### config.mk
export PLATFORM = sky130hd
export DESIGN_NAME = fdc_result_status
export DESIGN_NICKNAME = d
export VERILOG_FILES = /design/src/verilog/fdc_status_pkg.sv /design/src/verilog/sticky_flag.sv /design/src/verilog/reset_ctl.sv /design/src/verilog/fdc_result_status.sv
export SDC_FILE = /design/constraint.sdc
export NUM_CORES = 1
export LEC_CHECK = 0
export BUFFER_PORTS_ARGS = -buffer_cell sky130_fd_sc_hd__buf_4
export CORE_UTILIZATION = 31
export CTS_CLUSTER_SIZE = 24
export DETAILED_ROUTE_END_ITERATION = 10
export MAX_ROUTING_LAYER = met4
export PLACE_DENSITY = 0.59
export SLEW_MARGIN = 5
export SYNTH_ARGS = -nofsm -noshare
export SYNTH_HDL_FRONTEND = slang
export SYNTH_SLANG_ARGS = --single-unit
### constraint.sdc
create_clock -name clk_sys -period 2.3 [get_ports clk_sys]
set_input_delay 0.345 -clock clk_sys [delete_from_list [all_inputs] [get_ports clk_sys]]
set_output_delay 0.345 -clock clk_sys [all_outputs]
set_load 0.02 [all_outputs]
### src/verilog/fdc_status_pkg.sv
// Constants and types for the result status and reset block
package fdc_status_pkg;

  typedef enum logic [2:0] {
    CMD_OTHER         = 3'h0,
    CMD_READ_DATA     = 3'h1,
    CMD_READ_DELETED  = 3'h2,
    CMD_WRITE_DATA    = 3'h3,
    CMD_WRITE_DELETED = 3'h4,
    CMD_FORMAT        = 3'h5,
    CMD_READ_ID       = 3'h6,
    CMD_READ_TRACK    = 3'h7
  } cmd_kind_t;

  typedef enum logic [1:0] {
    SEL_ERR_ONE = 2'h0,
    SEL_ERR_TWO = 2'h1,
    SEL_DRIVE   = 2'h2,
    SEL_NONE    = 2'h3
  } res_sel_t;

  // Flag positions, error byte one at 0..7, error byte two at 8..15
  localparam int unsigned E1_END_TRACK  = 7;
  localparam int unsigned E1_CRC_ANY    = 5;
  localparam int unsigned E1_LATE       = 4;
  localparam int unsigned E1_MISSING    = 2;
  localparam int unsigned E1_WR_BLOCKED = 1;
  localparam int unsigned E1_NO_ID_SYNC = 0;
  localparam int unsigned E2_CTRL_MARK  = 6;
  localparam int unsigned E2_CRC_PAY    = 5;
  localparam int unsigned E2_TRACK_MIS  = 4;
  localparam int unsigned E2_BAD_TRACK  = 1;
  localparam int unsigned E2_PAY_SYNC   = 0;
  localparam int unsigned E2_BASE       = 8;
  localparam int unsigned D_WP          = 6;
  localparam int unsigned D_OUTER_TRACK_INPUT        = 4;
  localparam int unsigned D_SIDE        = 2;
  localparam int unsigned D_UNIT_LO     = 0;

  localparam logic [15:0] FLAG_USED   = 16'h73B7;
  localparam logic [7:0]  E1_FIXED    = 8'h00;
  localparam logic [7:0]  E2_FIXED    = 8'h00;
  localparam logic [7:0]  DRV_FIXED   = 8'h28;
  localparam logic [7:0]  BAD_TRACK   = 8'hFF;
  localparam logic [1:0]  INDEX_LIMIT = 2'h2;
  localparam logic [1:0]  IDX_STEP    = 2'h1;
  localparam logic        OCR_RST_POR = 1'b1;
  localparam logic [7:0]  RESULT_POR  = 8'h00;
  localparam logic [7:0]  SPEC_POR    = 8'h00;

endpackage

### src/verilog/sticky_flag.sv
// One sticky status flag, set wins over clear
`timescale 1ns/1ps
module sticky_flag (
  // Clock and reset
  input  wire logic clk_sys,
  input  wire logic rst_b,
  // Control
  input  wire logic set,
  input  wire logic clr,
  // State
  output logic      q_ff
);

  typedef struct packed {
    logic q;
  } flag_st_t;

  flag_st_t st_ff;
  flag_st_t nxt_st;

  always_comb begin
    nxt_st = st_ff;
    if (set) begin
      nxt_st.q = 1'b1;
    end else if (clr) begin
      nxt_st.q = 1'b0;
    end
  end

  always_ff @(posedge clk_sys or negedge rst_b) begin
    if (!rst_b) begin
      st_ff <= '0;
    end else begin
      st_ff <= nxt_st;
    end
  end

  assign q_ff = st_ff.q;

endmodule

### src/verilog/reset_ctl.sv
// Reset source merging and power-down exit
`timescale 1ns/1ps
module reset_ctl (
  // Clock and power-on reset
  input  wire logic clk_sys,
  input  wire logic rst_b,
  // Reset sources
  input  wire logic reset_pin,
  input  wire logic ocr_wr,
  input  wire logic ocr_reset_bit,
  input  wire logic rate_wr,
  input  wire logic rate_reset_bit,
  // Power-down request
  input  wire logic power_down_req,
  // State
  output logic      core_reset_ff,
  output logic      ocr_reset_ff,
  output logic      power_down_ff,
  output logic      release_ff
);

  typedef struct packed {
    logic ocr;
    logic rate;
    logic core;
    logic pd;
    logic rel;
  } rst_st_t;

  rst_st_t st_ff;
  rst_st_t nxt_st;

  always_comb begin
    nxt_st      = st_ff;
    nxt_st.rate = 1'b0;
    if (reset_pin) begin
      nxt_st.ocr = 1'b1;
    end else if (ocr_wr) begin
      nxt_st.ocr = ocr_reset_bit;
    end
    if (rate_wr && rate_reset_bit) begin
      nxt_st.rate = 1'b1;
    end
    // Control bit holds the core even after the rate pulse ends
    nxt_st.core = nxt_st.ocr | nxt_st.rate | reset_pin;
    if (nxt_st.core) begin
      nxt_st.pd = 1'b0;
    end else if (power_down_req) begin
      nxt_st.pd = 1'b1;
    end
    nxt_st.rel = st_ff.core & ~nxt_st.core;
  end

  always_ff @(posedge clk_sys or negedge rst_b) begin
    if (!rst_b) begin
      st_ff      <= '0;
      st_ff.ocr  <= fdc_status_pkg::OCR_RST_POR;
      st_ff.core <= fdc_status_pkg::OCR_RST_POR;
    end else begin
      st_ff <= nxt_st;
    end
  end

  assign core_reset_ff = st_ff.core;
  assign ocr_reset_ff  = st_ff.ocr;
  assign power_down_ff = st_ff.pd;
  assign release_ff    = st_ff.rel;

  property p_pin_sets_ocr;
    @(posedge clk_sys) disable iff (!rst_b)
    reset_pin |=> (ocr_reset_ff && core_reset_ff);
  endproperty
  a_pin_sets_ocr: assert property (p_pin_sets_ocr) else $error("pin reset left ocr bit clear");

  property p_ocr_holds;
    @(posedge clk_sys) disable iff (!rst_b)
    (ocr_reset_ff && !ocr_wr) |=> (ocr_reset_ff && core_reset_ff);
  endproperty
  a_ocr_holds: assert property (p_ocr_holds) else $error("ocr reset bit dropped alone");

  property p_rate_self_clear;
    @(posedge clk_sys) disable iff (!rst_b)
    (rate_wr && rate_reset_bit && !ocr_reset_ff && !reset_pin && !ocr_wr) ##1
      (!rate_wr && !reset_pin && !ocr_wr) |=> !core_reset_ff;
  endproperty
  a_rate_self_clear: assert property (p_rate_self_clear) else $error("rate reset stuck");

  property p_reset_wakes;
    @(posedge clk_sys) disable iff (!rst_b)
    (reset_pin || (rate_wr && rate_reset_bit)) |=> !power_down_ff;
  endproperty
  a_reset_wakes: assert property (p_reset_wakes) else $error("power-down survived reset");

endmodule

### src/verilog/fdc_result_status.sv
// Result status bytes, error flag capture and reset handling
`timescale 1ns/1ps
module fdc_result_status (
  // Clock and power-on reset
  input  wire logic                      clk_sys,
  input  wire logic                      rst_b,
  // Reset sources
  input  wire logic                      reset_pin,
  input  wire logic                      ocr_wr,
  input  wire logic                      ocr_reset_bit,
  input  wire logic                      rate_wr,
  input  wire logic                      rate_reset_bit,
  input  wire logic                      power_down_req,
  // Command framing
  input  wire logic                      cmd_start,
  input  wire fdc_status_pkg::cmd_kind_t cmd_kind,
  input  wire logic                      cmd_end,
  input  wire logic                      transfer_count_end,
  // Execution events
  input  wire logic                      sector_past_end,
  input  wire logic                      crc_err_id,
  input  wire logic                      crc_err_data,
  input  wire logic                      service_late,
  input  wire logic                      sector_not_found,
  input  wire logic                      id_read_err,
  input  wire logic                      track_seq_err,
  input  wire logic                      id_mark_found,
  input  wire logic                      data_mark_found,
  input  wire logic                      data_mark_deleted,
  input  wire logic                      data_mark_missing,
  input  wire logic                      id_valid,
  input  wire logic [7:0]                id_track,
  input  wire logic [7:0]                cur_cylinder,
  // Drive cable
  input  wire logic                      write_protect_pin,
  input  wire logic                      outer_track_input,
  input  wire logic                      index_pulse_pin,
  input  wire logic                      side_select_output,
  input  wire logic [1:0]                unit_select_pins,
  // Configure and specify values
  input  wire logic                      cfg_wr,
  input  wire logic                      cfg_poll_disable,
  input  wire logic                      spec_wr,
  input  wire logic [7:0]                spec_data,
  // Result phase read
  input  wire logic                      result_rd,
  input  wire fdc_status_pkg::res_sel_t  result_sel,
  // Outputs
  output logic [7:0]                     result_data_ff,
  output logic [7:0]                     spec_value_ff,
  output logic                           cmd_busy_ff,
  output logic                           poll_enable_ff,
  output logic                           core_reset_ff,
  output logic                           ocr_reset_ff,
  output logic                           power_down_ff
);

  typedef struct packed {
    fdc_status_pkg::cmd_kind_t kind;
    logic                      busy;
    logic                      tc_seen;
    logic [1:0]                idx_cnt;
    logic                      poll_dis;
    logic                      poll_en;
    logic [7:0]                spec;
    logic [7:0]                result;
  } main_st_t;

  main_st_t    st_ff;
  main_st_t    nxt_st;
  logic        release_ff;
  logic        start_ok;
  logic        live;
  logic        is_read;
  logic        is_data;
  logic        is_write;
  logic        trk_diff;
  logic [15:0] flag_set;
  logic [15:0] flag_q;
  logic        flag_clr;
  logic [7:0]  err_one;
  logic [7:0]  err_two;
  logic [7:0]  drive_byte;

  ////////////////////////////////////////////////////////////////////////////
  // Reset sources

  reset_ctl u_reset_ctl (
    .clk_sys        (clk_sys),
    .rst_b          (rst_b),
    .reset_pin      (reset_pin),
    .ocr_wr         (ocr_wr),
    .ocr_reset_bit  (ocr_reset_bit),
    .rate_wr        (rate_wr),
    .rate_reset_bit (rate_reset_bit),
    .power_down_req (power_down_req),
    .core_reset_ff  (core_reset_ff),
    .ocr_reset_ff   (ocr_reset_ff),
    .power_down_ff  (power_down_ff),
    .release_ff     (release_ff)
  );

  ////////////////////////////////////////////////////////////////////////////
  // Command decode

  // Commands are refused while the core is held in reset
  assign start_ok = cmd_start & ~core_reset_ff;
  assign live     = st_ff.busy & ~core_reset_ff;
  assign is_read  = (st_ff.kind == fdc_status_pkg::CMD_READ_DATA) ||
                    (st_ff.kind == fdc_status_pkg::CMD_READ_DELETED);
  assign is_data  = is_read ||
                    (st_ff.kind == fdc_status_pkg::CMD_WRITE_DATA) ||
                    (st_ff.kind == fdc_status_pkg::CMD_WRITE_DELETED);
  assign is_write = (st_ff.kind == fdc_status_pkg::CMD_WRITE_DATA) ||
                    (st_ff.kind == fdc_status_pkg::CMD_WRITE_DELETED) ||
                    (st_ff.kind == fdc_status_pkg::CMD_FORMAT);
  assign trk_diff = id_valid && (id_track != cur_cylinder);
  assign flag_clr = start_ok | core_reset_ff;

  ////////////////////////////////////////////////////////////////////////////
  // Flag set terms

  always_comb begin
    flag_set = '0;
    flag_set[fdc_status_pkg::E1_END_TRACK] =
      sector_past_end ||
      (cmd_end && is_data && !st_ff.tc_seen && !transfer_count_end);
    flag_set[fdc_status_pkg::E1_CRC_ANY] = crc_err_id || crc_err_data;
    flag_set[fdc_status_pkg::E1_LATE]    = service_late;
    flag_set[fdc_status_pkg::E1_MISSING] =
      (sector_not_found && is_read) ||
      (id_read_err && (st_ff.kind == fdc_status_pkg::CMD_READ_ID)) ||
      (track_seq_err && (st_ff.kind == fdc_status_pkg::CMD_READ_TRACK));
    flag_set[fdc_status_pkg::E1_WR_BLOCKED] = write_protect_pin && is_write;
    flag_set[fdc_status_pkg::E1_NO_ID_SYNC] =
      data_mark_missing ||
      (index_pulse_pin && !id_mark_found &&
       (st_ff.idx_cnt == fdc_status_pkg::INDEX_LIMIT - fdc_status_pkg::IDX_STEP));
    flag_set[fdc_status_pkg::E2_BASE + fdc_status_pkg::E2_CTRL_MARK] =
      data_mark_found &&
      (((st_ff.kind == fdc_status_pkg::CMD_READ_DATA) && data_mark_deleted) ||
       ((st_ff.kind == fdc_status_pkg::CMD_READ_DELETED) && !data_mark_deleted));
    flag_set[fdc_status_pkg::E2_BASE + fdc_status_pkg::E2_CRC_PAY] = crc_err_data;
    flag_set[fdc_status_pkg::E2_BASE + fdc_status_pkg::E2_TRACK_MIS] = trk_diff;
    flag_set[fdc_status_pkg::E2_BASE + fdc_status_pkg::E2_BAD_TRACK] =
      trk_diff && (id_track == fdc_status_pkg::BAD_TRACK);
    flag_set[fdc_status_pkg::E2_BASE + fdc_status_pkg::E2_PAY_SYNC] =
      data_mark_missing;
    // Events outside a live command are dropped, reset aborts everything
    flag_set = flag_set & fdc_status_pkg::FLAG_USED & {16{live}};
  end

  // Only documented flags get storage
  for (genvar i = 0; i < 16; i++) begin : g_flag
    if (fdc_status_pkg::FLAG_USED[i]) begin : g_used
      sticky_flag u_flag (
        .clk_sys (clk_sys),
        .rst_b   (rst_b),
        .set     (flag_set[i]),
        .clr     (flag_clr),
        .q_ff    (flag_q[i])
      );
    end else begin : g_fixed
      assign flag_q[i] = 1'b0;
    end
  end

  ////////////////////////////////////////////////////////////////////////////
  // Status byte assembly

  always_comb begin
    err_one    = flag_q[7:0] | fdc_status_pkg::E1_FIXED;
    err_two    = flag_q[15:8] | fdc_status_pkg::E2_FIXED;
    drive_byte = fdc_status_pkg::DRV_FIXED;
    drive_byte[fdc_status_pkg::D_WP]   = write_protect_pin;
    drive_byte[fdc_status_pkg::D_OUTER_TRACK_INPUT] = outer_track_input;
    drive_byte[fdc_status_pkg::D_SIDE] = side_select_output;
    drive_byte[fdc_status_pkg::D_UNIT_LO +: 2] = unit_select_pins;
  end

  ////////////////////////////////////////////////////////////////////////////
  // Command, polling and result state

  always_comb begin
    nxt_st = st_ff;
    if (start_ok) begin
      nxt_st.kind    = cmd_kind;
      nxt_st.busy    = 1'b1;
      nxt_st.tc_seen = 1'b0;
      nxt_st.idx_cnt = '0;
    end else if (live) begin
      if (transfer_count_end) begin
        nxt_st.tc_seen = 1'b1;
      end
      if (id_mark_found) begin
        nxt_st.idx_cnt = '0;
      end else if (index_pulse_pin && (st_ff.idx_cnt != fdc_status_pkg::INDEX_LIMIT)) begin
        nxt_st.idx_cnt = 2'(st_ff.idx_cnt + fdc_status_pkg::IDX_STEP);
      end
      if (cmd_end) begin
        nxt_st.busy = 1'b0;
      end
    end
    if (cfg_wr && !core_reset_ff) begin
      nxt_st.poll_dis = cfg_poll_disable;
    end
    if (spec_wr && !core_reset_ff) begin
      nxt_st.spec = spec_data;
    end
    if (result_rd) begin
      case (result_sel)
        fdc_status_pkg::SEL_ERR_ONE: nxt_st.result = err_one;
        fdc_status_pkg::SEL_ERR_TWO: nxt_st.result = err_two;
        fdc_status_pkg::SEL_DRIVE:   nxt_st.result = drive_byte;
        default:                     nxt_st.result = fdc_status_pkg::RESULT_POR;
      endcase
    end
    if (core_reset_ff) begin
      // Writes in flight are cut short; the medium may hold a bad CRC
      nxt_st.busy     = 1'b0;
      nxt_st.tc_seen  = 1'b0;
      nxt_st.idx_cnt  = '0;
      nxt_st.kind     = fdc_status_pkg::CMD_OTHER;
      nxt_st.poll_dis = 1'b0;
      nxt_st.result   = fdc_status_pkg::RESULT_POR;
    end
    // Specify value survives every core reset, only power-on clears it
    nxt_st.poll_en = ~core_reset_ff & ~nxt_st.poll_dis;
  end

  always_ff @(posedge clk_sys or negedge rst_b) begin
    if (!rst_b) begin
      st_ff      <= '0;
      st_ff.spec <= fdc_status_pkg::SPEC_POR;
    end else begin
      st_ff <= nxt_st;
    end
  end

  assign result_data_ff = st_ff.result;
  assign spec_value_ff  = st_ff.spec;
  assign cmd_busy_ff    = st_ff.busy;
  assign poll_enable_ff = st_ff.poll_en;

  ////////////////////////////////////////////////////////////////////////////
  // Checks

  property p_end_track;
    @(posedge clk_sys) disable iff (!rst_b)
    (live && cmd_end && is_data && !st_ff.tc_seen && !transfer_count_end && !cmd_start)
      |=> flag_q[fdc_status_pkg::E1_END_TRACK];
  endproperty
  a_end_track: assert property (p_end_track) else $error("end of track flag missing");

  property p_crc_both;
    @(posedge clk_sys) disable iff (!rst_b)
    (live && crc_err_data) |=> (flag_q[fdc_status_pkg::E1_CRC_ANY] && flag_q[13]);
  endproperty
  a_crc_both: assert property (p_crc_both) else $error("data CRC flags missing");

  property p_wp_block;
    @(posedge clk_sys) disable iff (!rst_b)
    (live && is_write && write_protect_pin) |=> flag_q[fdc_status_pkg::E1_WR_BLOCKED];
  endproperty
  a_wp_block: assert property (p_wp_block) else $error("write block flag missing");

  // Index counter replaces a long repetition, so its first step is checked too
  property p_index_step;
    @(posedge clk_sys) disable iff (!rst_b)
    (live && !start_ok && !id_mark_found && index_pulse_pin && st_ff.idx_cnt == 2'h0)
      |=> (st_ff.idx_cnt == fdc_status_pkg::IDX_STEP);
  endproperty
  a_index_step: assert property (p_index_step) else $error("index pulse not counted");

  property p_two_index;
    @(posedge clk_sys) disable iff (!rst_b)
    (live && !id_mark_found && index_pulse_pin && st_ff.idx_cnt == fdc_status_pkg::IDX_STEP)
      |=> flag_q[fdc_status_pkg::E1_NO_ID_SYNC];
  endproperty
  a_two_index: assert property (p_two_index) else $error("missing ID mark flag");

  property p_bad_track;
    @(posedge clk_sys) disable iff (!rst_b)
    (live && id_valid && id_track == 8'hFF && cur_cylinder != 8'hFF)
      |=> (flag_q[9] && flag_q[12]);
  endproperty
  a_bad_track: assert property (p_bad_track) else $error("bad track flags missing");

  property p_drive_byte;
    @(posedge clk_sys) disable iff (!rst_b)
    (result_rd && result_sel == fdc_status_pkg::SEL_DRIVE && !core_reset_ff) |=>
      (result_data_ff[5] && result_data_ff[3] && !result_data_ff[7] &&
       result_data_ff[6] == $past(write_protect_pin) &&
       result_data_ff[1:0] == $past(unit_select_pins));
  endproperty
  a_drive_byte: assert property (p_drive_byte) else $error("drive status byte wrong");

  property p_reset_clears;
    @(posedge clk_sys) disable iff (!rst_b)
    core_reset_ff |=> (flag_q == 16'h0000 && !cmd_busy_ff && !poll_enable_ff);
  endproperty
  a_reset_clears: assert property (p_reset_clears) else $error("reset left state behind");

  property p_start_clears;
    @(posedge clk_sys) disable iff (!rst_b)
    (start_ok && !live) |=> (flag_q == 16'h0000);
  endproperty
  a_start_clears: assert property (p_start_clears) else $error("flags survived new command");

  property p_spec_kept;
    @(posedge clk_sys) disable iff (!rst_b)
    (reset_pin && !spec_wr) |=> $stable(spec_value_ff);
  endproperty
  a_spec_kept: assert property (p_spec_kept) else $error("specify value lost on pin reset");

  property p_poll_start;
    @(posedge clk_sys) disable iff (!rst_b)
    (release_ff && !cfg_wr) |=> poll_enable_ff;
  endproperty
  a_poll_start: assert property (p_poll_start) else $error("polling not started");

endmodule

# Yosys cells after proc, flatten, opt, wreduce, memory -nomap -nowiden
# Index checks and enable logic that the tools add are counted.
[classes]
mux = 29
n_addsub = 1
n_eq_ne = 13
n_reduce_logical = 56
n_bitwise = 9
[ops]
columns = ["operator", "count"]
rows = [
  ["nonzero test 2 bit", 14],
  ["two-way mux 8 bit", 3],
  ["one-hot mux 8 bit (3 select lines)", 1],
  ["two-way mux 1 bit", 20],
  ["logical AND 1 bit", 18],
  ["AND 15 bit", 1],
  ["equality test 3 bit (second input constant)", 4],
  ["logical OR 1 bit", 11],
  ["nonzero test 3 bit", 3],
  ["equality test 8 bit (second input constant)", 1],
  ["two-way mux 4 bit", 2],
  ["inequality test 8 bit", 1],
  ["equality test 3 x 2 -> 1 bit (second input constant)", 2],
  ["AND reduction 2 bit", 3],
  ["zero test 1 bit", 5],
  ["equality test 2 x 1 -> 1 bit (second input constant)", 2],
  ["two-way mux 2 bit", 2],
  ["nonzero test 4 bit", 1],
  ["AND 1 bit", 3],
  ["equality test 3 x 1 -> 1 bit (second input constant)", 1],
  ["two-way mux 3 bit", 1],
  ["bitwise OR 1 bit", 3],
  ["adder 2 x 1 -> 2 bit (second input constant)", 1],
  ["equality test 2 bit (second input constant)", 1],
  ["other kinds (3)", 4],
]
[totals]
output_inout_bits = 21
in_bits = 62
regBits = 39

# Longest topological paths before layout
# Gate-level depths: netlist of the first run.
[depth]
word_depth = 10
depth_mapped = 6
ltp_nobuf = 6

# Cells and area by module
# A second synthesis of the first run with hierarchy kept.
[hier_totals]
hier_cells = 207
hier_area_um2 = 2127.0
[modules_own_cells]
columns = ["module", "area_each_um2", "instances", "seq_area_each_um2", "cells_each"]
rows = [
  ["fdc_result_status", 1580.3, 1, 625.6, 164],
  ["sticky_flag", 36.3, 11, 25.0, 3],
  ["reset_ctl", 147.6, 1, 102.6, 10],
]

# Least setup slack after synthesis of the first run
# Ideal clock, no wire load.
[synth_path]
path_type = "reg2reg"
start = "reg u_reset_ctl.st_ff, in the netlist u_reset_ctl.core_reset_ff"
end = "reg g_flag[9].g_used.u_flag.st_ff"
n_path_buf = 2
path_slack_ns = 0.918
arrival_ns = 1.261
t_required_ns = 2.179
path_stages_with_launch = 5
synth_period_minus_slack_ns = 1.382
path_cell_list = "dfstp_2 buf_2 nor2_1 clkbuf_1 a22o_1"
[synth_between]
elab_chain_cells = 4
elab_cells_between_ends = 7
cone_classes = "1 x mux; 5 x bitwise; 1 x reduce/logical"
[synth_rtl]
columns = ["item", "line_no", "rtl"]
rows = [
  ["start: declaration", "reset_ctl.sv:30", "rst_st_t st_ff;"],
  ["start signal: assignment", "reset_ctl.sv:60", "st_ff <= nxt_st;"],
  ["NOT 1 bit", "fdc_result_status.sv:107, fdc_result_status.sv:108", ""],
  ["AND 1 bit, on equally long branches", "fdc_result_status.sv:108, fdc_result_status.sv:107", ""],
  ["AND 15 bit / bitwise OR 1 bit (equally long branches)", "fdc_result_status.sv:150, fdc_result_status.sv:118", ""],
  ["two-way mux 1 bit / nonzero test 2 bit (equally long branches)", "-", ""],
  ["end signal: assignment", "sticky_flag.sv:34", "st_ff <= nxt_st;"],
  ["end: declaration", "sticky_flag.sv:18", "flag_st_t st_ff;"],
]
# Parallel ways exist; a longest one is shown, timed or not.
# A chain may end at the register's enable or synchronous reset.

# Worst setup path in the final report of the first run
[layout_path]
start = "reg u_reset_ctl.st_ff, in the netlist u_reset_ctl.core_reset_ff"
end = "out core_reset_ff"
[layout_lines]
columns = ["item", "line_no", "rtl"]
rows = [
  ["end: declaration", "fdc_result_status.sv:53", "output logic core_reset_ff,"],
]
# No word-level cell between the ends.

==> reports/qor_table.md, run 1 <==
| Result | Value | Unit |
|:---|:---|:---|
| Status | complete, no violations | - |
| Period utilization | 71.2 | % |
| Max clock buf depth | 2 | - |
| Top cell family by delay on the critical path | flip-flops | - |
| Area Overhead vs Synth | 31.1 | % |
| Clock root buffer | clkbuf_8 | - |
| Unrepaired setup endpoints after global routing | no | - |
| Top area cells in the synthesized netlist | dfrtp_1 (46%), mux2i_1 (6.0%), buf_4 (6.0%) | - |
| Required time of the worst setup path | 1960 | ps |
| Count of input and output buffers | 82 | - |
| Post-Synth Adder-Cell Area | 1.25 | % |
| Compound-gate portion of the synthesized area | 11.2 | % |
| Setup crit end kind | output port | - |
| Placeable core region | 6060 | um^2 |
| Post-synthesis instance area | 1990 | um^2 |
| Post-CTS Setup Inserts | 0 | - |
| Number of global-route vias before repair | 1442 | - |
| Routed length per instance | 13.0 | um |
| Final Slew Violations | 0 | - |
| Global-route usage over all layers | 13.7 | % |
| Classification of the worst-slack hold path | in2async | - |
| Portion of netlist area occupied by mux cells | 10.5 | % |
| Clock tree from TritonCTS | built | - |
| Max Cap Viol | 0 | - |
| Share of flip-flops with an asynchronous set or reset after synthesis | 100 | % |
| Post-synthesis register bit count | 39 | - |
| Worst rel slew slack | 53.7 | % |
| Critical path class | reg2out | - |
| Maximum number of pins on one net before global-route repair | 40 | - |
| Fraction of the mapped netlist area in simple logic gates | 14.7 | % |
| Number of cells produced by synthesis | 193 | - |
| Fraction of final layout cells with drive strength greater than 1 | 39.2 | % |
| Synth unique cells | 37 | - |
| Synth top cells by count | dfrtp_1 (37), nor2_1 (22), buf_4 (16) | - |
| Top cell type by total area after synthesis | dfrtp_1 | - |
| Clock Skews | 4.74 | ps |
| Worst setup SP type | flip-flop | - |
| Diodes inserted | 0 | - |
| Non-filler instance count after layout | 330 | - |
| H-tree depth reported by CTS | 2 | - |
| Xor and xnor area share after synthesis | 3.51 | % |
| Worst slack on hold paths | 22.8 | ps |
| Vertical extent of the die | 82.2 | um |
| Power density of the placed cells | 592 | nW/um^2 |
| Total number of yosys warnings | 0 | - |
| Count leader, synth | dfrtp_1 | - |
| Standby leakage power | 1.29 | nW |
| Syn nets | 257 | - |
| Clock insertion delay at the later pin of the skew report | 280 | ps |
| Sequential element share of the synthesized area | 49.1 | % |
| Number of flops mapped to enable cells by yosys | 0 | - |
| Remaining global-route overflow | 0 | - |
| Residual antenna-violating net count after detailed routing | 0 | - |
| RePlAce Congestion | 0.743 | - |
| Final core utilization | 43.1 | % |
| Clock transition at the registers of the reported paths | 70 | ps |
| FF-to-FF path depth | 2 | - |
| Max Fclk | 0.610 | GHz |
| First-pass GRT wire length | 6740 | um |
| Buffers & Inverters on Critical Path | 1 | - |
| Final Hold Viols | 0 | - |
| DR iter-0 viols | 55 | - |
| Slowest cell delay on critical path | 790 | ps |
| Final setup violation count | 0 | - |
| Worst path slowest cell | dfstp_2 | - |
| Mean instance size in the synthesized netlist | 10.3 | um^2 |
| CTS Buf Count | 5 | - |
| Total chip power | 1.55 | mW |
| Chain of cells forming the critical path | buf_4 | - |
| DIE AREA | 6760 | um^2 |
| Number of cells on the critical path | 1 | - |
| Final critical path time including I/O delays and setup | 1640 | ps |
| Wirelength, routed | 4280 | um |
| Number of hold buffers added after cts | 0 | - |
| Router iterations before antenna repair | 4 | - |
| CP Data Arrival Time | 1290 | ps |
| Dominant combinational cell family by area after synthesis | simple AND/OR/NAND/NOR gates | - |
| HPWL Detailed | 3200 | um |
| Slew of the pin with the lowest slew margin | 693 | ps |
| Number of antenna violations at the first check in global routing | 0 | - |
| Ports | 83 | - |
| X dimension of the die | 82.2 | um |
| FILL cells | 617 | - |
| CTS sink count | 39 | - |
| Number of design rule violations left after detail routing | 0 | - |
| Resize count post-CTS | 0 | - |
| Count of nets after finishing | 319 | - |
| Drt via density | 4.71 | - |
| Instance count after placement with tap cells included | 323 | - |
| Cell Rows | 28 | - |
| Effective utilization at floorplan | 32.9 | % |
| Fin Setup TNS | 0 | ps |
| Share of Yosys cell area claimed by the top area cell type | 46.4 | % |
| Worst supply voltage drop on vdd | 0.277 | mV |
| DR vias | 1555 | - |
| Top_reg_cell synth | dfrtp_1 | - |
| Largest driver fanout on the critical path | 21 | - |
[metal layers]
layer | GRT usage, % | vias to the layer above | wire length (um)
met4 | 5.26 | 0 | 49
met2 | 20.7 | 39 | 2050
met1 | 17.7 | 742 | 1980
met5 | - | - | 0
met3 | 3.30 | 5 | 204
li1 | - | 769 | -
[metrics by stage]
step	area, um^2	setup WS [ps]
detailed placement	2530	671
CTS	2610	626
floorplan	1990	918
global placement	2530	731
global route	2610	580
finish	2610	662
[sequential cells by signal, summed over array words and instances, names as in the netlist]
name                       cells
cmd_busy_ff                    1
g_flag.g_used.u_flag.q_ff     11
poll_enable_ff                 1
result_data_ff                 8
spec_value_ff                  8
st_ff                          7
u_reset_ctl.core_reset_ff      1
u_reset_ctl.ocr_reset_ff       1
u_reset_ctl.power_down_ff      1
[placed cells by master (no fill, tap or decap), types with 7 or more instances in the layout]
cell type  Yosys  routed
mux2_2         8       8
dfrtp_1       37      37
o21ai_0        7       7
mux2i_1       12      12
a21oi_1        8       8
nor2_1        22      22
nand2_1       14      14
buf_4         16      82
xor2_1         8       8
[cells by family after synthesis]
group                      count (synthesis)
buffers and inverters                     31
DFF                                       39
adders and majority gates                  2
muxes                                     20
xor gates and xnor gates                   8
AOI/OAI and AO/OA                         32
and+or+nand+nor                           61
[path summary, 6_finish.rpt]
kind	slack, ps	endpoint	from
min reg2reg	470	g_flag[5].g_used.u_flag.q_ff$_DFFE_PN0P_	g_flag[5].g_used.u_flag.q_ff$_DFFE_PN0P_
max reg2reg	700	spec_value_ff[0]$_DFFE_PN0P_	u_reset_ctl.core_reset_ff$_DFF_PN1_
max	660	core_reset_ff	u_reset_ctl.core_reset_ff$_DFF_PN1_
min in group clk_sys	280	u_reset_ctl.ocr_reset_ff$_DFF_PN1_	reset_pin
max in group asynchronous	1920	result_data_ff[2]$_DFFE_PN0P_	rst_b
min	20	u_reset_ctl.power_down_ff$_DFFE_PN0P_	rst_b
[report_power, final]
part	leakage [nW]	internal (mW)	total, mW	switching (mW)
logic	0.730	0.176	0.324	0.148
registers	0.517	0.734	0.768	0.0337
clock network	0.0470	0.235	0.455	0.220
[cell type report]
cell class / instances / area [um^2] / share of cell area, %
Sequential cell: 39 / 978 / 37.4
Multi-Input combinational cell: 123 / 823 / 31.5
Timing Repair Buffer: 82 / 616 / 23.6
Tap cell: 75 / 93.8 / 3.59
Clock buffer: 6 / 82.6 / 3.16
Inverter: 4 / 15.0 / 0.574
Clock inverter: 1 / 5.00 / 0.191
No activity file was read; power rests on OpenSTA's default activity.
==> run 2, diff against run 1 <==
--- a/config.mk
+++ b/config.mk
@@ -5,6 +5,7 @@
 export SDC_FILE = /design/constraint.sdc
 export NUM_CORES = 1
 export LEC_CHECK = 0
+export ABC_AREA = 1
 export BUFFER_PORTS_ARGS = -buffer_cell sky130_fd_sc_hd__buf_4
 export CORE_UTILIZATION = 31
 export CTS_CLUSTER_SIZE = 24
==> constraint.sdc (replaced) <==
create_clock -name clk_sys -period 1.55 [get_ports clk_sys]
set_input_delay 0.2325 -clock clk_sys [delete_from_list [all_inputs] [get_ports clk_sys]]
set_output_delay 0.2325 -clock clk_sys [all_outputs]
set_load 0.02 [all_outputs]
==> run 2 against run 1 <==
Against the previous run:
- largest cell class unchanged
- critical path depth increased by 2
- worst hold slack improved by 110 ps
- clock power rose by 120%
- final cell count is 16% higher
- synthesized cell count grew 20%
- critical path type is now reg2reg
- clock skew rose by 3.4 ps
- highest routed layer unchanged
- cell area is 5.2% higher
- first-iteration DRC count grew 51%
==> reports/qor_table.md, run 2 <==
| Result | Value | Unit | Delta |
|:---|:---|:---|:---|
| Status | complete, no violations | - |  |
| Count of nets after finishing | 371 | - | +16% |
| Drt via density | 4.50 | - | -4.4% |
| Final Slew Violations | 0 | - | unchanged |
| Most used cells in the layout excluding fill and tap cells | buf_4 (84), nand2_1 (51), dfrtp_1 (37) | - |  |
| First-pass GRT wire length | 7420 | um | +10% |
| Synth unique cells | 31 | - | -16% |
| X dimension of the die | 82.4 | um | +0.21% |
| Final critical path time including I/O delays and setup | 1350 | ps |  |
| Most frequent standard cell in the layout excluding fill and tap cells | buf_4 | - |  |
| Clock Skews | 8.15 | ps | +3.41 ps |
| Vertical extent of the die | 82.4 | um | +0.21% |
| Remaining global-route overflow | 0 | - | unchanged |
| Top_reg_cell synth | dfrtp_1 | - |  |
| Clock tree from TritonCTS | built | - |  |
| HPWL Detailed | 3680 | um | +15% |
| FILL cells | 622 | - | +0.81% |
| Required time of the worst setup path | 1730 | ps | -230 ps |
| Max clock buf depth | 2 | - | unchanged |
| Worst Min Path Start | ocr_wr | - |  |
| Hold Path End | u_reset_ctl.ocr_reset_ff$_DFF_PN1_ | - |  |
| Period utilization | 87.3 | % |  |
| Diodes inserted | 0 | - | unchanged |
| Number of design rule violations left after detail routing | 0 | - | unchanged |
| Number of global-route vias before repair | 1700 | - | +18% |
| Non-filler instance count after layout | 383 | - | +16% |
| RePlAce Congestion | 0.819 | - | +10% |
| Instance count after placement with tap cells included | 374 | - | +16% |
| Worst rel slew slack | 67.7 | % | +14 points |
| DR vias | 1725 | - | +11% |
| CTS sink count | 39 | - | unchanged |
| Post-synthesis register bit count | 39 | - | unchanged |
| Syn nets | 295 | - | +15% |
| Ports | 83 | - | unchanged |
| Clock transition at the registers of the reported paths | 80 | ps | about the same |
| Area Overhead vs Synth | 37.3 | % |  |
| Sequential group share of total power | 42.8 | % | -6.8 points |
| DIE AREA | 6790 | um^2 | +0.43% |
| Share of flip-flops with an asynchronous set or reset after synthesis | 100 | % | unchanged |
| Routed length per instance | 12.1 | um | -6.6% |
| Setup crit end kind | flip-flop | - |  |
| Unrepaired setup endpoints after global routing | no | - |  |
| Reg-to-reg critical path endpoint | spec_value_ff[6]$_DFFE_PN0P_ | - |  |
| Max Fclk | 0.739 | GHz |  |
| Largest driver fanout on the critical path | 8 | - | -62% |
| H-tree depth reported by CTS | 2 | - | unchanged |
| Switching part of the total | 24.6 | % | -1.4 points |
| Share of total power in the clock network | 38.6 | % | +9.2 points |
| Effective utilization at floorplan | 33.1 | % | +0.14 points |
| Residual antenna-violating net count after detailed routing | 0 | - | unchanged |
| Power Internal | 1.98 | mW | +73% |
| FF-to-FF path depth | 3 | - | +1 |
| Mean instance size in the synthesized netlist | 8.67 | um^2 | -16% |
| Final setup violation count | 0 | - | unchanged |
| CTS Buf Count | 5 | - | unchanged |
| Number of flops mapped to enable cells by yosys | 0 | - | unchanged |
| Power density of the placed cells | 956 | nW/um^2 | +61% |
| Number of antenna violations at the first check in global routing | 0 | - | unchanged |
| Total number of yosys warnings | 0 | - | unchanged |
| Global-route usage over all layers | 15.1 | % | +1.4 points |
| Count of input and output buffers | 82 | - | unchanged |
| Count leader, synth | nand2_1 | - |  |
| Router iterations before antenna repair | 4 | - | unchanged |
| Top area cells in the synthesized netlist | dfrtp_1 (46%), nand2_1 (9.6%), buf_4 (6.0%) | - |  |
| Resize count post-CTS | 0 | - | unchanged |
| Cell Rows | 28 | - | unchanged |
| CP Data Arrival Time | 1530 | ps | +240 ps |
| Wirelength, routed | 4640 | um | +8.4% |
| Critical path class | reg2reg | - |  |
| Worst supply voltage drop on vdd | 0.666 | mV | +140% |
| Flip-flop count of the largest register after layout | 11 | - | unchanged |
| Clock root buffer | clkbuf_8 | - |  |
| Placeable core region | 6060 | um^2 | unchanged |
| Classification of the worst-slack hold path | in2reg | - |  |
| Top cell type by total area after synthesis | dfrtp_1 | - |  |
| Fin Setup TNS | 0 | ps | unchanged |
| Post-synthesis instance area | 2000 | um^2 | +0.44% |
| Fraction of final layout cells with drive strength greater than 1 | 36.0 | % | -3.2 points |
| Max Cap Viol | 0 | - | unchanged |
| Synth top cells by count | nand2_1 (51), dfrtp_1 (37), inv_1 (32) | - |  |
| Worst setup SP type | flip-flop | - |  |
| Power dissipated by switching net loads | 0.646 | mW | +61% |
| DR iter-0 viols | 83 | - | +51% |
| Reg2reg setup slack | 200 | ps | -500 ps |
| Clock insertion delay at the later pin of the skew report | 300 | ps | +20 ps |
| Standby leakage power | 1.43 | nW | +11% |
| FF-to-FF Start | u_reset_ctl.core_reset_ff$_DFF_PN1_ | - |  |
| Maximum number of pins on one net before global-route repair | 40 | - | unchanged |
| Number of cells produced by synthesis | 231 | - | +20% |
| Sequential element share of the synthesized area | 48.8 | % | -0.21 points |
| Combinational group share of total power | 18.6 | % | -2.4 points |
| Worst hold stages | 2 | - |  |
| Final Hold Viols | 0 | - | unchanged |
| Share of Yosys cell area claimed by the top area cell type | 46.2 | % | -0.20 points |
| Slew of the pin with the lowest slew margin | 485 | ps | -208 ps |
[run 2: cell types whose count changed after synthesis, sizes merged, moves of 6 or more]
cell / delta
nor2b: -6
nand3: +10
inv: +31
xor2: -7
nand2: +40
mux2i: -12
o21ai: +13
buf: -9
[run 2: worst max path at each step]
stage                                   endpoint                                start  cells after the start  slack [ps]
global route               st_ff[19]$_DFFE_PN0P_                st_ff[18]$_DFFE_PN0P_                      7         110
floorplan           spec_value_ff[0]$_DFFE_PN0P_  u_reset_ctl.core_reset_ff$_DFF_PN1_                      3         210
CTS                 spec_value_ff[6]$_DFFE_PN0P_  u_reset_ctl.core_reset_ff$_DFF_PN1_                      3         180
detailed placement  spec_value_ff[6]$_DFFE_PN0P_  u_reset_ctl.core_reset_ff$_DFF_PN1_                      3         190
global placement    spec_value_ff[1]$_DFFE_PN0P_  u_reset_ctl.core_reset_ff$_DFF_PN1_                      3         240
finish              spec_value_ff[6]$_DFFE_PN0P_  u_reset_ctl.core_reset_ff$_DFF_PN1_                      3         200
[run 2: worst max-delay path, stage by stage, from the launching register on]
cell and delay (ps):
dfstp_2 630, inv_2 130, nand2_4 130, mux2_2 340
[run 2: stage by stage]
step	cell area, um^2	util, %	hold WS (ps)	power, mW	setup slack [ps]
after CTS	2750	45.4	124	2.65	180
after global routing	2750	45.4	141	2.74	111
after floorplan	2000	-	-63.1	1.43	207
final	2750	45.4	129	2.63	197
after detailed placement	2610	43.0	234	1.64	193
after global placement	2610	43.0	235	1.63	240
[run 2: routing by layer]
layer	vias to the layer above	part of all wire (%)	global-route usage (%)
met5	-	0	-
met4	0	1.6	5.79
met3	7	5.3	2.86
met2	52	47	23.6
met1	784	46	19.4
li1	882	-	-
[run 2: cell type report]
cell class	instances	area, um^2	share of cell area (%)
Sequential cell	39	978	35.6
Clock inverter	2	60.1	2.18
Multi-Input combinational cell	141	773	28.1
Clock buffer	6	72.6	2.64
Inverter	35	131	4.78
Tap cell	75	93.8	3.41
Timing Repair Buffer	85	641	23.3
[run 2: kinds of logic (layout without fill, tap and decap cells)]
group,Yosys count,after routing,synth area share [%]
XOR/XNOR,5,5,2.19
adder cells (fa/ha/maj),2,2,1.25
buffers and inverters,51,128,12.6
multiplexers,8,8,4.50
AND/OR/NAND/NOR,88,88,19.2
flip-flops,39,39,48.8
AO/OA/AOI/OAI,38,38,11.4
[run 2: power by group through the flow]
stage	Combinational (mW)	Sequential (mW)	Clock [mW]
4_1_cts	0.497	1.13	1.03
6_report	0.490	1.12	1.01
3_3_place_gp	0.488	1.14	0
2_1_floorplan	0.286	1.14	0
5_1_grt	0.539	1.14	1.07
3_5_place_dp	0.495	1.15	0
[run 2: repair_timing]
item,in CTS,in global routing
hold endpoints to repair,37,0
hold buffers,1,0
setup buffers,0,0
==> run 3, diff against run 2 <==
--- a/config.mk
+++ b/config.mk
@@ -5,9 +5,9 @@
 export SDC_FILE = /design/constraint.sdc
 export NUM_CORES = 1
 export LEC_CHECK = 0
-export ABC_AREA = 1
 export BUFFER_PORTS_ARGS = -buffer_cell sky130_fd_sc_hd__buf_4
 export CORE_UTILIZATION = 31
+export CTS_BUF_LIST = sky130_fd_sc_hd__clkbuf_8
 export CTS_CLUSTER_SIZE = 24
 export DETAILED_ROUTE_END_ITERATION = 10
 export MAX_ROUTING_LAYER = met4
==> run 3 against run 2 <==
Against the previous run:
- critical path type unchanged
- cell area is 3.2% lower
- largest cell class unchanged
- power down 12%
- sequential cell count unchanged
- highest routed layer unchanged
==> reports/qor_table.md, run 3 (same netlist as run 1, synthesis figures left out) <==
| Result | Value | Unit | Delta |
|:---|:---|:---|:---|
| CTS Buf Count | 5 | - | unchanged |
| Required time of the worst setup path | 1730 | ps | about the same |
| Placeable core region | 6060 | um^2 | unchanged |
| DR vias | 1558 | - | -9.7% |
| Worst slack on hold paths | 163 | ps | +34.6 ps |
| Worst path slowest cell | dfrtp_1 | - |  |
| Final Instance Area | 2660 | um^2 | -3.2% |
| Status | complete, no violations | - |  |
| CP Data Arrival Time | 1570 | ps | +40 ps |
| Count of nets after finishing | 325 | - | -12% |
| Residual antenna-violating net count after detailed routing | 0 | - | unchanged |
| Reg-to-reg critical path endpoint | g_flag[7].g_used.u_flag.q_ff$_DFFE_PN0P_ | - |  |
| Reg2reg setup slack | 160 | ps | -30 ps |
| Diodes inserted | 0 | - | unchanged |
| Cell Rows | 28 | - | unchanged |
| H-tree depth reported by CTS | 2 | - | unchanged |
| Worst hold stages | 2 | - | unchanged |
| Final Hold Viols | 0 | - | unchanged |
| Final setup violation count | 0 | - | unchanged |
| Classification of the worst-slack hold path | in2reg | - |  |
| FF-to-FF path depth | 3 | - | unchanged |
| Maximum number of pins on one net before global-route repair | 40 | - | unchanged |
| FILL cells | 631 | - | +1.4% |
| Hold Path End | u_reset_ctl.ocr_reset_ff$_DFF_PN1_ | - |  |
| Max clock buf depth | 2 | - | unchanged |
| Chain of cells forming the critical path | or3_1 -> a41o_1 -> a22o_1 | - |  |
| Wirelength, routed | 4280 | um | -7.7% |
| Fraction of final layout cells with drive strength greater than 1 | 40.2 | % | +4.2 points |
| Vertical extent of the die | 82.2 | um | -0.21% |
| Clock root buffer | clkbuf_8 | - |  |
| Count of input and output buffers | 82 | - | unchanged |
| Area Overhead vs Synth | 33.4 | % |  |
| Period utilization | 89.5 | % | +2.2 points |
| Combined flip-flop and latch cell area | 978 | um^2 | unchanged |
| Unrepaired setup endpoints after global routing | no | - |  |
| Global-route usage over all layers | 13.7 | % | -1.4 points |
| DR iter-0 viols | 29 | - | -65% |
| DIE AREA | 6760 | um^2 | -0.42% |
| Most used cells in the layout excluding fill and tap cells | buf_4 (87), dfrtp_1 (37), nor2_1 (22) | - |  |
| Worst rel slew slack | 66.5 | % | -1.1 points |
| Effective utilization at floorplan | 32.9 | % | -0.14 points |
| Clock tree from TritonCTS | built | - |  |
| Number of global-route vias before repair | 1355 | - | -20% |
| First-pass GRT wire length | 6610 | um | -11% |
| Post-Place Worst Slack | 193 | ps | -0.121 ps |
| Most frequent standard cell in the layout excluding fill and tap cells | buf_4 | - |  |
| Worst setup SP type | flip-flop | - |  |
| Final WS setup | 163 | ps | -33.7 ps |
| Max Fclk | 0.721 | GHz | -2.4% |
| Number of design rule violations left after detail routing | 0 | - | unchanged |
| Post-Place Cell Area | 2560 | um^2 | -1.7% |
| Fin Setup TNS | 0 | ps | unchanged |
| Standby leakage power | 1.32 | nW | -7.5% |
| Multi-input combinational cell area | 823 | um^2 | +6.5% |
| Clock Skews | 2.75 | ps | -5.41 ps |
| Critical path origin | st_ff[24]$_DFFE_PN0N_ | - |  |
| Critical path class | reg2reg | - |  |
| Number of antenna violations at the first check in global routing | 0 | - | unchanged |
| Final critical path time including I/O delays and setup | 1390 | ps | +33.7 ps |
| Worst Min Path Start | reset_pin | - |  |
| Clock insertion delay at the later pin of the skew report | 290 | ps | about the same |
| Router iterations before antenna repair | 3 | - | -1 |
| Slowest cell delay on critical path | 470 | ps | -160 ps |
| Routed length per instance | 12.8 | um | +5.2% |
| Clock transition at the registers of the reported paths | 70 | ps | about the same |
| HPWL Detailed | 3300 | um | -10% |
| Max Cap Viol | 0 | - | unchanged |
| Power density of the placed cells | 870 | nW/um^2 | -9.0% |
| Slew of the pin with the lowest slew margin | 502 | ps | +17.2 ps |
| Ports | 83 | - | unchanged |
| Final core utilization | 43.9 | % | -1.5 points |
| RePlAce Congestion | 0.719 | - | -12% |
| FF-to-FF Start | st_ff[24]$_DFFE_PN0N_ | - |  |
| X dimension of the die | 82.2 | um | -0.21% |
| CTS sink count | 39 | - | unchanged |
| Remaining global-route overflow | 0 | - | unchanged |
| Final Slew Violations | 0 | - | unchanged |
| Largest driver fanout on the critical path | 8 | - | unchanged |
| Worst supply voltage drop on vdd | 0.429 | mV | -36% |
| Setup crit end kind | flip-flop | - |  |
| Flip-flop count of the largest register after layout | 11 | - | unchanged |
| Drt via density | 4.64 | - | +3.0% |
-- run 3: cell count changes in the layout (fill, tap and decap cells not counted), moves of 5 or more --
cell	delta
mux2i_1	+12
inv_1	-28
xor2_1	+7
nor3_1	+5
nor2_1	+7
nand2_1	-37
o21ai_0	-10
nand3_1	-10
a22o_1	+5
nor2b_1	+6
-- run 3: how the worst max path moves through the flow --
stage                                                     endpoint  cells after the start
final                     g_flag[7].g_used.u_flag.q_ff$_DFFE_PN0P_                      3
after detailed placement  g_flag[7].g_used.u_flag.q_ff$_DFFE_PN0P_                      3
after floorplan           g_flag[9].g_used.u_flag.q_ff$_DFFE_PN0P_                      4
after CTS                 g_flag[7].g_used.u_flag.q_ff$_DFFE_PN0P_                      3
after global routing      g_flag[9].g_used.u_flag.q_ff$_DFFE_PN0P_                      4
after global placement    g_flag[7].g_used.u_flag.q_ff$_DFFE_PN0P_                      3
-- run 3: critical path, delay by kind of cell (launching register included) --
family | cells | cell delay (ps)
AO/OA/AOI/OAI | 2 | 470
AND/OR/NAND/NOR | 1 | 340
flip-flops | 1 | 470
-- run 3: where the power goes --
group          internal (mW)  switching (mW)
logic                  0.270           0.228
registers               1.09          0.0390
clock network          0.349           0.341
-- run 3: through the flow --
stage	instances	total power, mW
global placement	328	1.65
detailed placement	328	1.65
finish	336	2.32
floorplan	193	1.45
CTS	336	2.36
global route	336	2.44
-- run 3: metal layers --
layer  vias up  part of all wire, %  global-route usage, %
li1        786                    -                      -
met1       727                   48                   17.9
met2        38                   46                   20.2
met3         7                  4.7                   3.52
met4         0                  1.0                   5.26
met5         -                    0                      -
-- run 3: cell type report --
class | instances | area share [%]
Clock buffer | 6 | 3.10
Multi-Input combinational cell | 123 | 30.9
Sequential cell | 39 | 36.8
Inverter | 4 | 0.564
Tap cell | 75 | 3.53
Clock inverter | 1 | 0.188
Timing Repair Buffer | 88 | 24.9
-- run 3: timing repair --
action / in CTS / in global routing
buffers inserted: 0 / 0
hold buffers: 1 / 0
hold endpoints to repair: 37 / 0
setup endpoints to repair: 0 / 0
gates resized for setup: 0 / 0
